$ cat src/verilog/lcd_host_regs.vh
// Constants for the LCD host port front end.
// Assumes inclusion by bare name from the design files.
`ifndef LCD_HOST_REGS_VH
`define LCD_HOST_REGS_VH
// Interface select codes {iface_sel_hi, iface_sel_lo}
`define MODE_SPI3 2'h0
`define MODE_SPI4 2'h2
`define MODE_I80 2'h1
`define MODE_M68 2'h3
// Serial pins on the data bus
`define SER_DATA_BIT 7
`define SER_CLK_BIT 6
// Byte layout
`define BYTE_W 8
`define BIT_CNT_W 3
`define BIT_LAST 3'h7
`define BIT_ZERO 3'h0
// Commands seen by this front end
`define CMD_OSC_ON 8'hab
`define CMD_OSC_OFF 8'haa
`define CMD_SLEEP_ON 8'had
`define CMD_SLEEP_OFF 8'hac
`define CMD_STANDBY_ON 8'ha9
`define CMD_STANDBY_OFF 8'ha8
`define CMD_DATA_LEN 8'hb6
// Buffer
`define BUF_DEPTH 2
`define BUF_PTR_W 1
// Reset minimum pulse and clock
`define RESET_MIN_NS 10000
`define CLK_PERIOD_NS 5
`endif
$ cat src/verilog/lcd_byte_buffer.v
// Two-entry buffer carrying {dc, byte} words toward RAM/decoder.
// Assumes one clock domain; read data held in a register.
`timescale 1ns/1ps
`include "lcd_host_regs.vh"
module lcd_byte_buffer #(
   parameter WIDTH = 9
) (
   input wire mclk_i,
   input wire rstn_i,
   input wire ce_i,
   input wire in_valid_i,
   output wire in_ready_o,
   input wire [WIDTH-1:0] in_data_i,
   output reg out_valid_o,
   input wire out_ready_i,
   output reg [WIDTH-1:0] out_data_o
);
   reg [WIDTH-1:0] mem_reg [0:`BUF_DEPTH-1];
   reg [`BUF_PTR_W-1:0] wr_ptr_reg;
   reg [`BUF_PTR_W-1:0] rd_ptr_reg;
   reg [`BUF_PTR_W:0] count_reg;
   wire push;
   wire pop;
   wire load;

   // Output register counts as one storage slot of the pair
   assign in_ready_o = ((count_reg + {1'b0, out_valid_o}) != `BUF_DEPTH);
   assign push = in_valid_i && in_ready_o;
   assign pop = out_valid_o && out_ready_i;
   assign load = (count_reg != {(`BUF_PTR_W+1){1'b0}}) && (!out_valid_o || pop);

   always @(posedge mclk_i or negedge rstn_i) begin
      if (!rstn_i) begin
         wr_ptr_reg <= 1'h0;
         rd_ptr_reg <= 1'h0;
         count_reg <= 2'h0;
         out_valid_o <= 1'b0;
         out_data_o <= {WIDTH{1'b0}};
         mem_reg[0] <= {WIDTH{1'b0}};
         mem_reg[1] <= {WIDTH{1'b0}};
      end else if (ce_i) begin
         if (push) begin
            mem_reg[wr_ptr_reg] <= in_data_i;
            wr_ptr_reg <= wr_ptr_reg + 1'b1;
         end
         if (load) begin
            out_data_o <= mem_reg[rd_ptr_reg];
            rd_ptr_reg <= rd_ptr_reg + 1'b1;
            out_valid_o <= 1'b1;
         end else if (pop) begin
            out_valid_o <= 1'b0;
         end
         count_reg <= count_reg + {1'b0, push} - {1'b0, load};
      end
   end
endmodule

$ cat src/verilog/lcd_host_port.v
// Host port front end: serial or parallel bytes to RAM/decoder.
// Assumes host pins are asynchronous; RAM/decoder sit on mclk_i.
//
// Behaviour
// - Straps select SPI3, SPI4, 8080, 6800; reads parallel-only
// - Transfers only while chip select low
// - Data/command high to RAM, low decoder
// - 6800 read/write high reads, low writes
// - 8080 write starts on write strobe low
// - 6800 transfer starts on enable high
// - 8080 read starts on read strobe low
// - Serial data bit 7, clock bit 6
// - Reset low initialises all state
// - Oscillator stopped until start command
// - Sleep or standby grounds column drivers
// - SPI4 shifts MSB first, commits eighth clock
// - SPI3 data-length command sets data string
`timescale 1ns/1ps
`include "lcd_host_regs.vh"
module lcd_host_port (
   input wire mclk_i,
   input wire rstn_i,
   input wire ce_i,
   input wire iface_sel_lo_i,
   input wire iface_sel_hi_i,
   input wire cs_n_i,
   input wire dc_i,
   input wire rw_wr_n_i,
   input wire e_rd_n_i,
   input wire [7:0] data_i,
   output reg [7:0] data_o,
   output reg data_oe_o,
   input wire [7:0] read_data_i,
   output reg ram_we_o,
   output reg cmd_we_o,
   output reg [7:0] wdata_o,
   input wire sink_ready_i,
   output reg read_req_o,
   output reg osc_run_o,
   output reg column_gnd_o
);
   // ------------------------------------------------------------
   // Input synchronisers
   // ------------------------------------------------------------
   localparam SYNC_W = 8;
   wire [SYNC_W-1:0] raw_in;
   reg [SYNC_W-1:0] meta_reg;
   reg [SYNC_W-1:0] sync_reg;
   assign raw_in = {iface_sel_hi_i, iface_sel_lo_i, cs_n_i, dc_i, rw_wr_n_i, e_rd_n_i,
      data_i[`SER_DATA_BIT], data_i[`SER_CLK_BIT]};
   reg [7:0] dmeta_reg;
   reg [7:0] dsync_reg;

   always @(posedge mclk_i or negedge rstn_i) begin
      if (!rstn_i) begin
         meta_reg <= {SYNC_W{1'b1}};
         sync_reg <= {SYNC_W{1'b1}};
         dmeta_reg <= 8'h00;
         dsync_reg <= 8'h00;
      end else if (ce_i) begin
         meta_reg <= raw_in;
         sync_reg <= meta_reg;
         dmeta_reg <= data_i;
         dsync_reg <= dmeta_reg;
      end
   end

   wire [1:0] mode;
   wire cs_n_s;
   wire dc_s;
   wire rw_s;
   wire erd_s;
   wire sda_s;
   wire sck_s;
   assign {mode, cs_n_s, dc_s, rw_s, erd_s, sda_s, sck_s} = sync_reg;

   // Serial mode decode, used in several places
   function is_serial;
      input [1:0] m;
      begin
         is_serial = (m == `MODE_SPI3) || (m == `MODE_SPI4);
      end
   endfunction

   // ------------------------------------------------------------
   // Strobe edge detection
   // ------------------------------------------------------------
   reg sck_d_reg;
   reg strobe_d_reg;
   wire sel = !cs_n_s;
   // 8080 write low, 6800 enable high
   wire wr_act = (mode == `MODE_I80) ? !rw_s : erd_s;
   // 6800 read when rw high; 8080 read strobe low
   wire rd_act = (mode == `MODE_I80) ? !erd_s : (erd_s && rw_s);
   wire wr_level = (mode == `MODE_I80) ? wr_act : (wr_act && !rw_s);
   wire wr_start = sel && wr_level && !strobe_d_reg && !is_serial(mode);
   wire sck_rise = sck_s && !sck_d_reg;

   // ------------------------------------------------------------
   // Serial shift, data-length tracking
   // ------------------------------------------------------------
   reg [`BIT_CNT_W-1:0] bit_cnt_reg;
   reg [6:0] shift_reg;
   reg [8:0] len_left_reg;
   reg len_arm_reg;
   wire [7:0] ser_byte = {shift_reg, sda_s};
   // sample on SCK rising, MSB first
   wire ser_done = sel && is_serial(mode) && sck_rise && (bit_cnt_reg == `BIT_LAST);
   wire ser_dc = (mode == `MODE_SPI4) ? dc_s : (len_left_reg != 9'h000);

   // Byte source to buffer
   wire in_valid = ser_done || wr_start;
   wire in_ready;
   wire [8:0] in_data = ser_done ? {ser_dc, ser_byte} : {dc_s, dsync_reg};
   wire [8:0] out_data;
   wire out_valid;
   wire out_ready = sink_ready_i;

   always @(posedge mclk_i or negedge rstn_i) begin
      if (!rstn_i) begin
         // Same level as the synchroniser reset: no false rise
         sck_d_reg <= 1'b1;
         strobe_d_reg <= 1'b0;
         bit_cnt_reg <= `BIT_ZERO;
         shift_reg <= 7'h00;
         len_left_reg <= 9'h000;
         len_arm_reg <= 1'b0;
      end else if (ce_i) begin
         sck_d_reg <= sck_s;
         strobe_d_reg <= wr_level;
         if (!sel) begin
            bit_cnt_reg <= `BIT_ZERO;
         end else if (is_serial(mode) && sck_rise) begin
            shift_reg <= ser_byte[6:0];
            bit_cnt_reg <= bit_cnt_reg + 3'h1;
         end
         // length byte follows command, n+1 bytes
         if (ser_done && mode == `MODE_SPI3) begin
            if (len_arm_reg) begin
               len_left_reg <= {1'b0, ser_byte} + 9'h001;
               len_arm_reg <= 1'b0;
            end else if (len_left_reg != 9'h000) begin
               len_left_reg <= len_left_reg - 9'h001;
            end else begin
               len_arm_reg <= (ser_byte == `CMD_DATA_LEN);
            end
         end
      end
   end

   // ------------------------------------------------------------
   // Buffer toward RAM and decoder
   // ------------------------------------------------------------
   lcd_byte_buffer #(
      .WIDTH(9)
   ) u_buf (
      .mclk_i(mclk_i),
      .rstn_i(rstn_i),
      .ce_i(ce_i),
      .in_valid_i(in_valid),
      .in_ready_o(in_ready),
      .in_data_i(in_data),
      .out_valid_o(out_valid),
      .out_ready_i(out_ready),
      .out_data_o(out_data)
   );

   // ------------------------------------------------------------
   // Outputs, command effects, reads
   // ------------------------------------------------------------
   reg sleep_reg;
   reg standby_reg;
   wire take = out_valid && out_ready;
   wire cmd_take = take && !out_data[8];

   always @(posedge mclk_i or negedge rstn_i) begin
      if (!rstn_i) begin
         ram_we_o <= 1'b0;
         cmd_we_o <= 1'b0;
         wdata_o <= 8'h00;
         read_req_o <= 1'b0;
         data_o <= 8'h00;
         data_oe_o <= 1'b0;
         osc_run_o <= 1'b0;
         sleep_reg <= 1'b0;
         standby_reg <= 1'b0;
         column_gnd_o <= 1'b0;
      end else if (ce_i) begin
         ram_we_o <= take && out_data[8];
         cmd_we_o <= cmd_take;
         if (take) begin
            wdata_o <= out_data[7:0];
         end
         if (cmd_take && out_data[7:0] == `CMD_OSC_ON) begin
            osc_run_o <= 1'b1;
         end else if (cmd_take && out_data[7:0] == `CMD_OSC_OFF) begin
            osc_run_o <= 1'b0;
         end
         if (cmd_take && out_data[7:0] == `CMD_SLEEP_ON) begin
            sleep_reg <= 1'b1;
         end else if (cmd_take && out_data[7:0] == `CMD_SLEEP_OFF) begin
            sleep_reg <= 1'b0;
         end
         if (cmd_take && out_data[7:0] == `CMD_STANDBY_ON) begin
            standby_reg <= 1'b1;
         end else if (cmd_take && out_data[7:0] == `CMD_STANDBY_OFF) begin
            standby_reg <= 1'b0;
         end
         // ground columns in sleep or standby
         column_gnd_o <= sleep_reg || standby_reg;
         data_oe_o <= sel && rd_act && !is_serial(mode);
         read_req_o <= sel && rd_act && !is_serial(mode) && !data_oe_o;
         data_o <= read_data_i;
      end
   end
endmodule

$ cat config.mk
export PLATFORM = sky130hd
export DESIGN_NAME = lcd_host_port
export DESIGN_NICKNAME = d
export VERILOG_FILES = /design/src/verilog/lcd_byte_buffer.v /design/src/verilog/lcd_host_port.v
export VERILOG_INCLUDE_DIRS = /design/src /design/src/verilog
export SDC_FILE = /design/constraint.sdc
export NUM_CORES = 1
export LEC_CHECK = 0
export ABC_AREA = 1
export BUFFER_PORTS_ARGS = -buffer_cell sky130_fd_sc_hd__buf_2
export CAP_MARGIN = 25
export CORE_MARGIN = 10
export CORE_UTILIZATION = 50
export DETAILED_ROUTE_END_ITERATION = 10
export GPL_TIMING_DRIVEN = 0
export PLACE_DENSITY = 0.68
export SKIP_LAST_GASP = 1
export SLEW_MARGIN = 20
export SYNTH_ARGS = -nofsm -noshare
export SYNTH_HDL_FRONTEND = slang
export SYNTH_SLANG_ARGS = --single-unit
$ cat constraint.sdc
create_clock -name mclk_i -period 2.5 [get_ports mclk_i]
set_input_delay 0.25 -clock mclk_i [delete_from_list [all_inputs] [get_ports mclk_i]]
set_output_delay 0.25 -clock mclk_i [all_outputs]
set_load 0.05 [all_outputs]
Word level (Yosys, flattened, before mapping)
Index checks and enable logic that the tools add are counted.
{"block": "word_totals", "reg_bits": 110, "latchBits": 0, "mem_bits_rw": 0, "rom_bits": 0, "inputBits": 26, "out_inout_bits": 22, "wordCells": 136, "mem_count": 0}
{"block": "classes", "add_sub_neg": 8, "n_mul": 0, "div": 0, "n_lt_le_gt_ge": 3, "eq_ne": 11, "shifts": 0, "mux": 25, "bitwise_logic": 3, "reduce_logical": 59}
{"operator": "9-bit 2-to-1 mux", "count": 7}
{"operator": "8-bit equality test, second input constant", "count": 7}
{"operator": "32-bit by 2-bit != test with 1-bit output, second input constant", "count": 1}
{"operator": "1-bit logical AND", "count": 26}
{"operator": "18-bit bitwise mux", "count": 1}
{"operator": "2-bit AND reduction", "count": 9}
{"operator": "1-bit 2-to-1 mux", "count": 14}
{"operator": "2-bit nonzero test", "count": 7}
{"operator": "8-bit by 1-bit adder with 9-bit output, second input constant", "count": 1}
{"operator": "9-bit demux with 1-bit select", "count": 1}
{"operator": "1-bit logical NOT", "count": 9}
{"operator": "9-bit nonzero test", "count": 1}
{"operator": "9-bit by 1-bit subtractor with 9-bit output, second input constant", "count": 1}
{"operator": "3-bit 2-to-1 mux", "count": 2}
{"operator": "3-bit AND reduction", "count": 2}
{"operator": "2-bit >= comparator, second input constant", "count": 2}
{"operator": "1-bit logical OR", "count": 4}
{"operator": "1-bit inverter with 2-bit output", "count": 2}
{"operator": "2-bit by 1-bit adder with 3-bit output", "count": 1}
{"operator": "3-bit by 1-bit adder with 3-bit output, second input constant", "count": 1}
{"operator": "3-bit equality test, second input constant", "count": 1}
{"operator": "1-bit adder, second input constant", "count": 2}
{"operator": "2-bit by 1-bit adder with 2-bit output", "count": 1}
{"operator": "2-bit by 1-bit equality test with 1-bit output, second input constant", "count": 1}
{"operator": "other kinds (5)", "count": 5}

Logic depth before layout (Yosys ltp)
{"block": "depth", "ltp_word": 11, "ltp_mapped": 10, "depth_no_buf": 10}

Cells and area by module
A second synthesis with hierarchy kept.
{"block": "unflattened", "cells_unflattened": 626, "hier_area_um2": 5196.2}
{"module": "lcd_host_port", "instances": 1, "cells_each": 449, "area_each_um2": 3718.6, "seq_area_each_um2": 1973.1}
{"module": "lcd_byte_buffer", "instances": 1, "cells_each": 177, "area_each_um2": 1477.7, "seq_area_each_um2": 800.8}

Worst setup path after synthesis
Ideal clock, no wire load.
{"block": "synth_path", "path_type": "register to register", "startpoint": "register bit_cnt_reg[0]", "endpoint": "register u_buf.count_reg[1]", "setup_ns": 0.131, "arrival_ns": 1.785, "slack_ns": 0.584, "stages_incl_launch_ff": 10, "synth_period_minus_slack_ns": 1.916, "cell_sequence": "dfrtp_1 ha_1 ha_1 nand3_4 clkbuf_1 a21boi_0 ha_1 a21oi_1 o21ai_0 xor2_1"}
{"block": "synth_between", "elab_chain_cells": 6}
{"item": "from (decl)", "line_no": "lcd_host_port.v:102", "source": "reg [`BIT_CNT_W-1:0] bit_cnt_reg;"}
{"item": "from (signal assigned)", "line_no": "lcd_host_port.v:124", "source": "bit_cnt_reg <= `BIT_ZERO;"}
{"item": "from (signal assigned)", "line_no": "lcd_host_port.v:132", "source": "bit_cnt_reg <= `BIT_ZERO;"}
{"item": "from (signal assigned)", "line_no": "lcd_host_port.v:135", "source": "bit_cnt_reg <= bit_cnt_reg + 3'h1;"}
{"item": "3-bit equality test (no source line)"}
{"item": "1-bit logical AND", "line_no": "lcd_host_port.v:108", "source": "wire ser_done = sel && is_serial(mode) && sck_rise && (bit_cnt_reg == `BIT_LAST);"}
{"item": "1-bit logical OR", "line_no": "lcd_host_port.v:112", "source": "wire in_valid = ser_done || wr_start;"}
{"item": "1-bit logical AND", "line_no": "lcd_byte_buffer.v:28", "source": "assign push = in_valid_i && in_ready_o;"}
{"item": "2-bit by 1-bit adder with 2-bit output", "line_no": "lcd_byte_buffer.v:53", "source": "count_reg <= count_reg + {1'b0, push} - {1'b0, load};"}
{"item": "2-bit by 1-bit subtractor with 2-bit output", "line_no": "lcd_byte_buffer.v:53"}
{"item": "to (signal assigned)", "line_no": "lcd_byte_buffer.v:53"}
{"item": "to (decl)", "line_no": "lcd_byte_buffer.v:21", "source": "reg [`BUF_PTR_W:0] count_reg;"}
No other way between the ends.
A chain may end at the register's enable or synchronous reset.

Worst setup path after layout
Ends and elaborated chain as after synthesis.

==> impl_metrics.py <==
metrics = {
    "clock_tree": {
        "cts.sinks": 110,
        "cts_tree": "built",
        "clock_latency_ps": 370,
        "cts_buffers": 9,
        "cts_setup_buffers": 0,
        "root_buffer": "clkbuf_8",
        "clk_path_buf_depth": 2,
        "cts.clk_slew.worst_paths_ps": 110,
        "htree_num_levels": 3,
    },
    "route": {
        "met2_length_mm": 4.81,
        "drt-met1-wl_mm": 4.80,
        "remaining_drc_errors": 0,
        "wirelength_mm": 10.3,
        "wl_met3_um": 523,
        "first_pass_iters": 4,
        "drtAntennaViolNets": 0,
        "drt_iter0_markers": 357,
        "via_per_inst": 4.93,
        "highest_layer": "met4",
        "vias": 3944,
        "wl_per_cell_um": 12.9,
    },
    "global_routing": {
        "track_usage_pct": 14.7,
        "grt_pass1_vias": 3930,
        "overflow": 0,
        "antenna_found_initial": 0,
        "grt_pass1_wl_mm": 18.0,
        "grt_start_max_net_pins": 57,
    },
    "pwr": {
        "peakVddDrop_v": 0.000576,
        "p_per_area_nw_per_um2": 886,
        "p_leak_uw": 0.00296,
    },
    "synth": {
        "synth_area_leaders": "dfrtp_1, nand2_1, dfstp_2, o21ai_0, inv_1",
        "synthFlopType": "dfrtp_1",
        "synth_mux_area_share_pct": 0,
        "synth_enable_flop_cells": 0,
        "synthCells": 602,
        "post-synth-top-area-fraction_pct": 46.2,
        "syn-mean-instance-area_um2": 8.37,
        "synth_compound_area_share_pct": 8.04,
        "ys_types": 33,
        "synth-async-reset-ratio_pct": 100,
        "synth-seq-cells": 110,
        "synth-xor-area-share_pct": 0.521,
        "synth_warnings": 0,
        "yosysTopAreaCell": "dfrtp_1",
        "synthAdderAreaFrac_pct": 2.23,
        "syn-num-nets": 637,
        "synth.most_common_cell": "nand2_1",
        "yosys.area_share.simple_pct": 29.4,
        "yosysSeqAreaShare_pct": 55.0,
        "synth_area_um2": 5040,
        "synth_top_family_by_area": "simple AND/OR/NAND/NOR gates",
        "synth.top_cells.by_count": "nand2_1, dfrtp_1, o21ai_0, inv_1, nor2_1",
    },
    "cells_and_area": {
        "stdcell_area_um2": 5730,
        "drive_above_1_share_pct": 16.2,
        "largest_reg_flops": 18,
        "syn_to_final_growth_pct": 13.7,
        "fin_nets": 697,
        "antenna_cells": 0,
    },
    "sta": {
        "setup_slack_ps": 261,
        "timing.fmax_mhz": 447,
        "period_share_pct": 89.6,
        "finalMaxSlewViolations": 0,
        "setup_viol": 0,
        "rsz0062_at_grt": "no",
        "timing.slew.headroom_pct": 66.0,
        "finalHoldViolCount": 0,
        "worst_pin_slew_ps": 509,
        "period_needed_ps": 2240,
        "fin_skew_ps": 8.15,
    },
    "worst_hold_path": {
        "hold_depth": 3,
        "min_from": "dc_i",
        "min_to": "meta_reg[4]$_DFFE_PN1P_",
        "hp-class": "in2reg",
    },
    "placed_design": {
        "place_congestion": 0.815,
        "placed_area_um2": 5480,
        "place_hpwl_mm": 7.66,
        "dp_slack_ps": 295,
        "port_buffers": 47,
    },
    "critical_path": {
        "r2r_cells": 9,
        "r2r_start": "bit_cnt_reg[0]$_DFFE_PN0P_",
        "crit_type": "reg2reg",
        "r2r_end": "u_buf.count_reg[1]$_DFFE_PN0P_",
        "critPathLaunchType": "register",
        "cp.required_ps": 2770,
        "arrival_ps": 2510,
        "crit_fanout": 10,
        "cp-end-kind": "register",
        "r2r_setup_slack_ps": 260,
    },
    "die": {
        "die_h_um": 120,
        "rows": 36,
        "dieArea_um2": 14500,
        "initial_core_util_pct": 51.6,
        "core_um2": 9770,
        "io_pins": 48,
        "die_x_um": 120,
    },
    "run_status": {
        "outcome": "completed",
    },
    "flow_run": {
        "maxCapViolations": 0,
    },
}
==> cell usage in the layout, fill, tap and decap left out, types with 4 or more instances in the layout <==
| master | synthesis | routed |
|---|---|---|
| o31ai_1 | 11 | 11 |
| ha_1 | 9 | 9 |
| o21ai_1 | 5 | 5 |
| dfrtp_1 | 93 | 93 |
| nand3_1 | 20 | 20 |
| nor2_1 | 37 | 37 |
| inv_1 | 38 | 38 |
| nor2_2 | 4 | 4 |
| dfstp_2 | 17 | 17 |
| buf_2 | 4 | 50 |
| nand2_1 | 264 | 264 |
| clkbuf_1 | 14 | 14 |
| a21oi_1 | 6 | 6 |
| clkbuf_8 | 0 | 10 |
| o21ai_0 | 46 | 46 |
==> critical path, stage by stage, from the launching register on <==
cell,delay [ps]
dfrtp_1,410
ha_1,200
ha_1,230
nand3_4,110
clkbuf_1,390
a21boi_0,170
ha_1,230
a21oi_1,130
o21ai_0,110
xor2_1,150
==> metal layers <==
metal | vias up | track usage [%]
met5 | - | 0
met4 | 0 | 5.20
met3 | 12 | 3.82
met2 | 64 | 24.3
met1 | 1843 | 18.3
li1 | 2025 | -
==> cell type report <==
type | count | area (um2)
Multi-Input combinational cell | 431 | 2030
Clock inverter | 6 | 105
Sequential cell | 110 | 2770
Tap cell | 133 | 166
Buffer | 19 | 80.1
Timing Repair Buffer | 49 | 279
Clock buffer | 10 | 138
Fill cell | 929 | 4050
Inverter | 42 | 158
==> kinds of logic after synthesis <==
| family | count (synthesis) |
|---|---|
| and+or+nand+nor | 346 |
| DFF | 110 |
| AOI/OAI and AO/OA | 73 |
| buffers and inverters | 61 |
| adders and majority gates | 9 |
| xor gates and xnor gates | 3 |
==> metrics by stage <==
stage | total power, uW | hold WS, ps | instances | utilization, % | setup TNS (ps)
CTS | 5130 | 49.1 | 800 | 58.6 | 0
global route | 5440 | 54.5 | 800 | 58.6 | 0
finish | 5080 | 61.6 | 800 | 58.6 | 0
floorplan | 3500 | -45.6 | 602 | - | 0
global placement | 3830 | 449 | 782 | 55.7 | -4540
detailed placement | 3880 | 244 | 783 | 56.0 | 0
==> worst max path at each step <==
stage,to,startpoint,slack (ps),cells after the start
floorplan,u_buf.count_reg[1]$_DFFE_PN0P_,bit_cnt_reg[0]$_DFFE_PN0P_,580,9
detailed placement,u_buf.count_reg[1]$_DFFE_PN0P_,bit_cnt_reg[0]$_DFFE_PN0P_,290,9
CTS,u_buf.count_reg[1]$_DFFE_PN0P_,bit_cnt_reg[0]$_DFFE_PN0P_,290,9
global route,u_buf.count_reg[1]$_DFFE_PN0P_,bit_cnt_reg[0]$_DFFE_PN0P_,80,9
finish,u_buf.count_reg[1]$_DFFE_PN0P_,bit_cnt_reg[0]$_DFFE_PN0P_,260,9
global placement,len_left_reg[6]$_DFFE_PN0P_,rstn_i,-50,1
==> where the power goes <==
part,switching [uW],leakage [uW],internal (uW)
clock network,633,0.000121,611
logic,963,0.00146,427
registers,262,0.00138,2180
total,1860,0.00296,3220
==> what timing repair did <==
item | CTS | global route
gates resized for setup | 0 | 0
hold buffers | 1 | 0
hold endpoints to repair | 54 | 0
setup endpoints to repair | 0 | 0
Note: power is estimated with default switching activity, not from simulation.
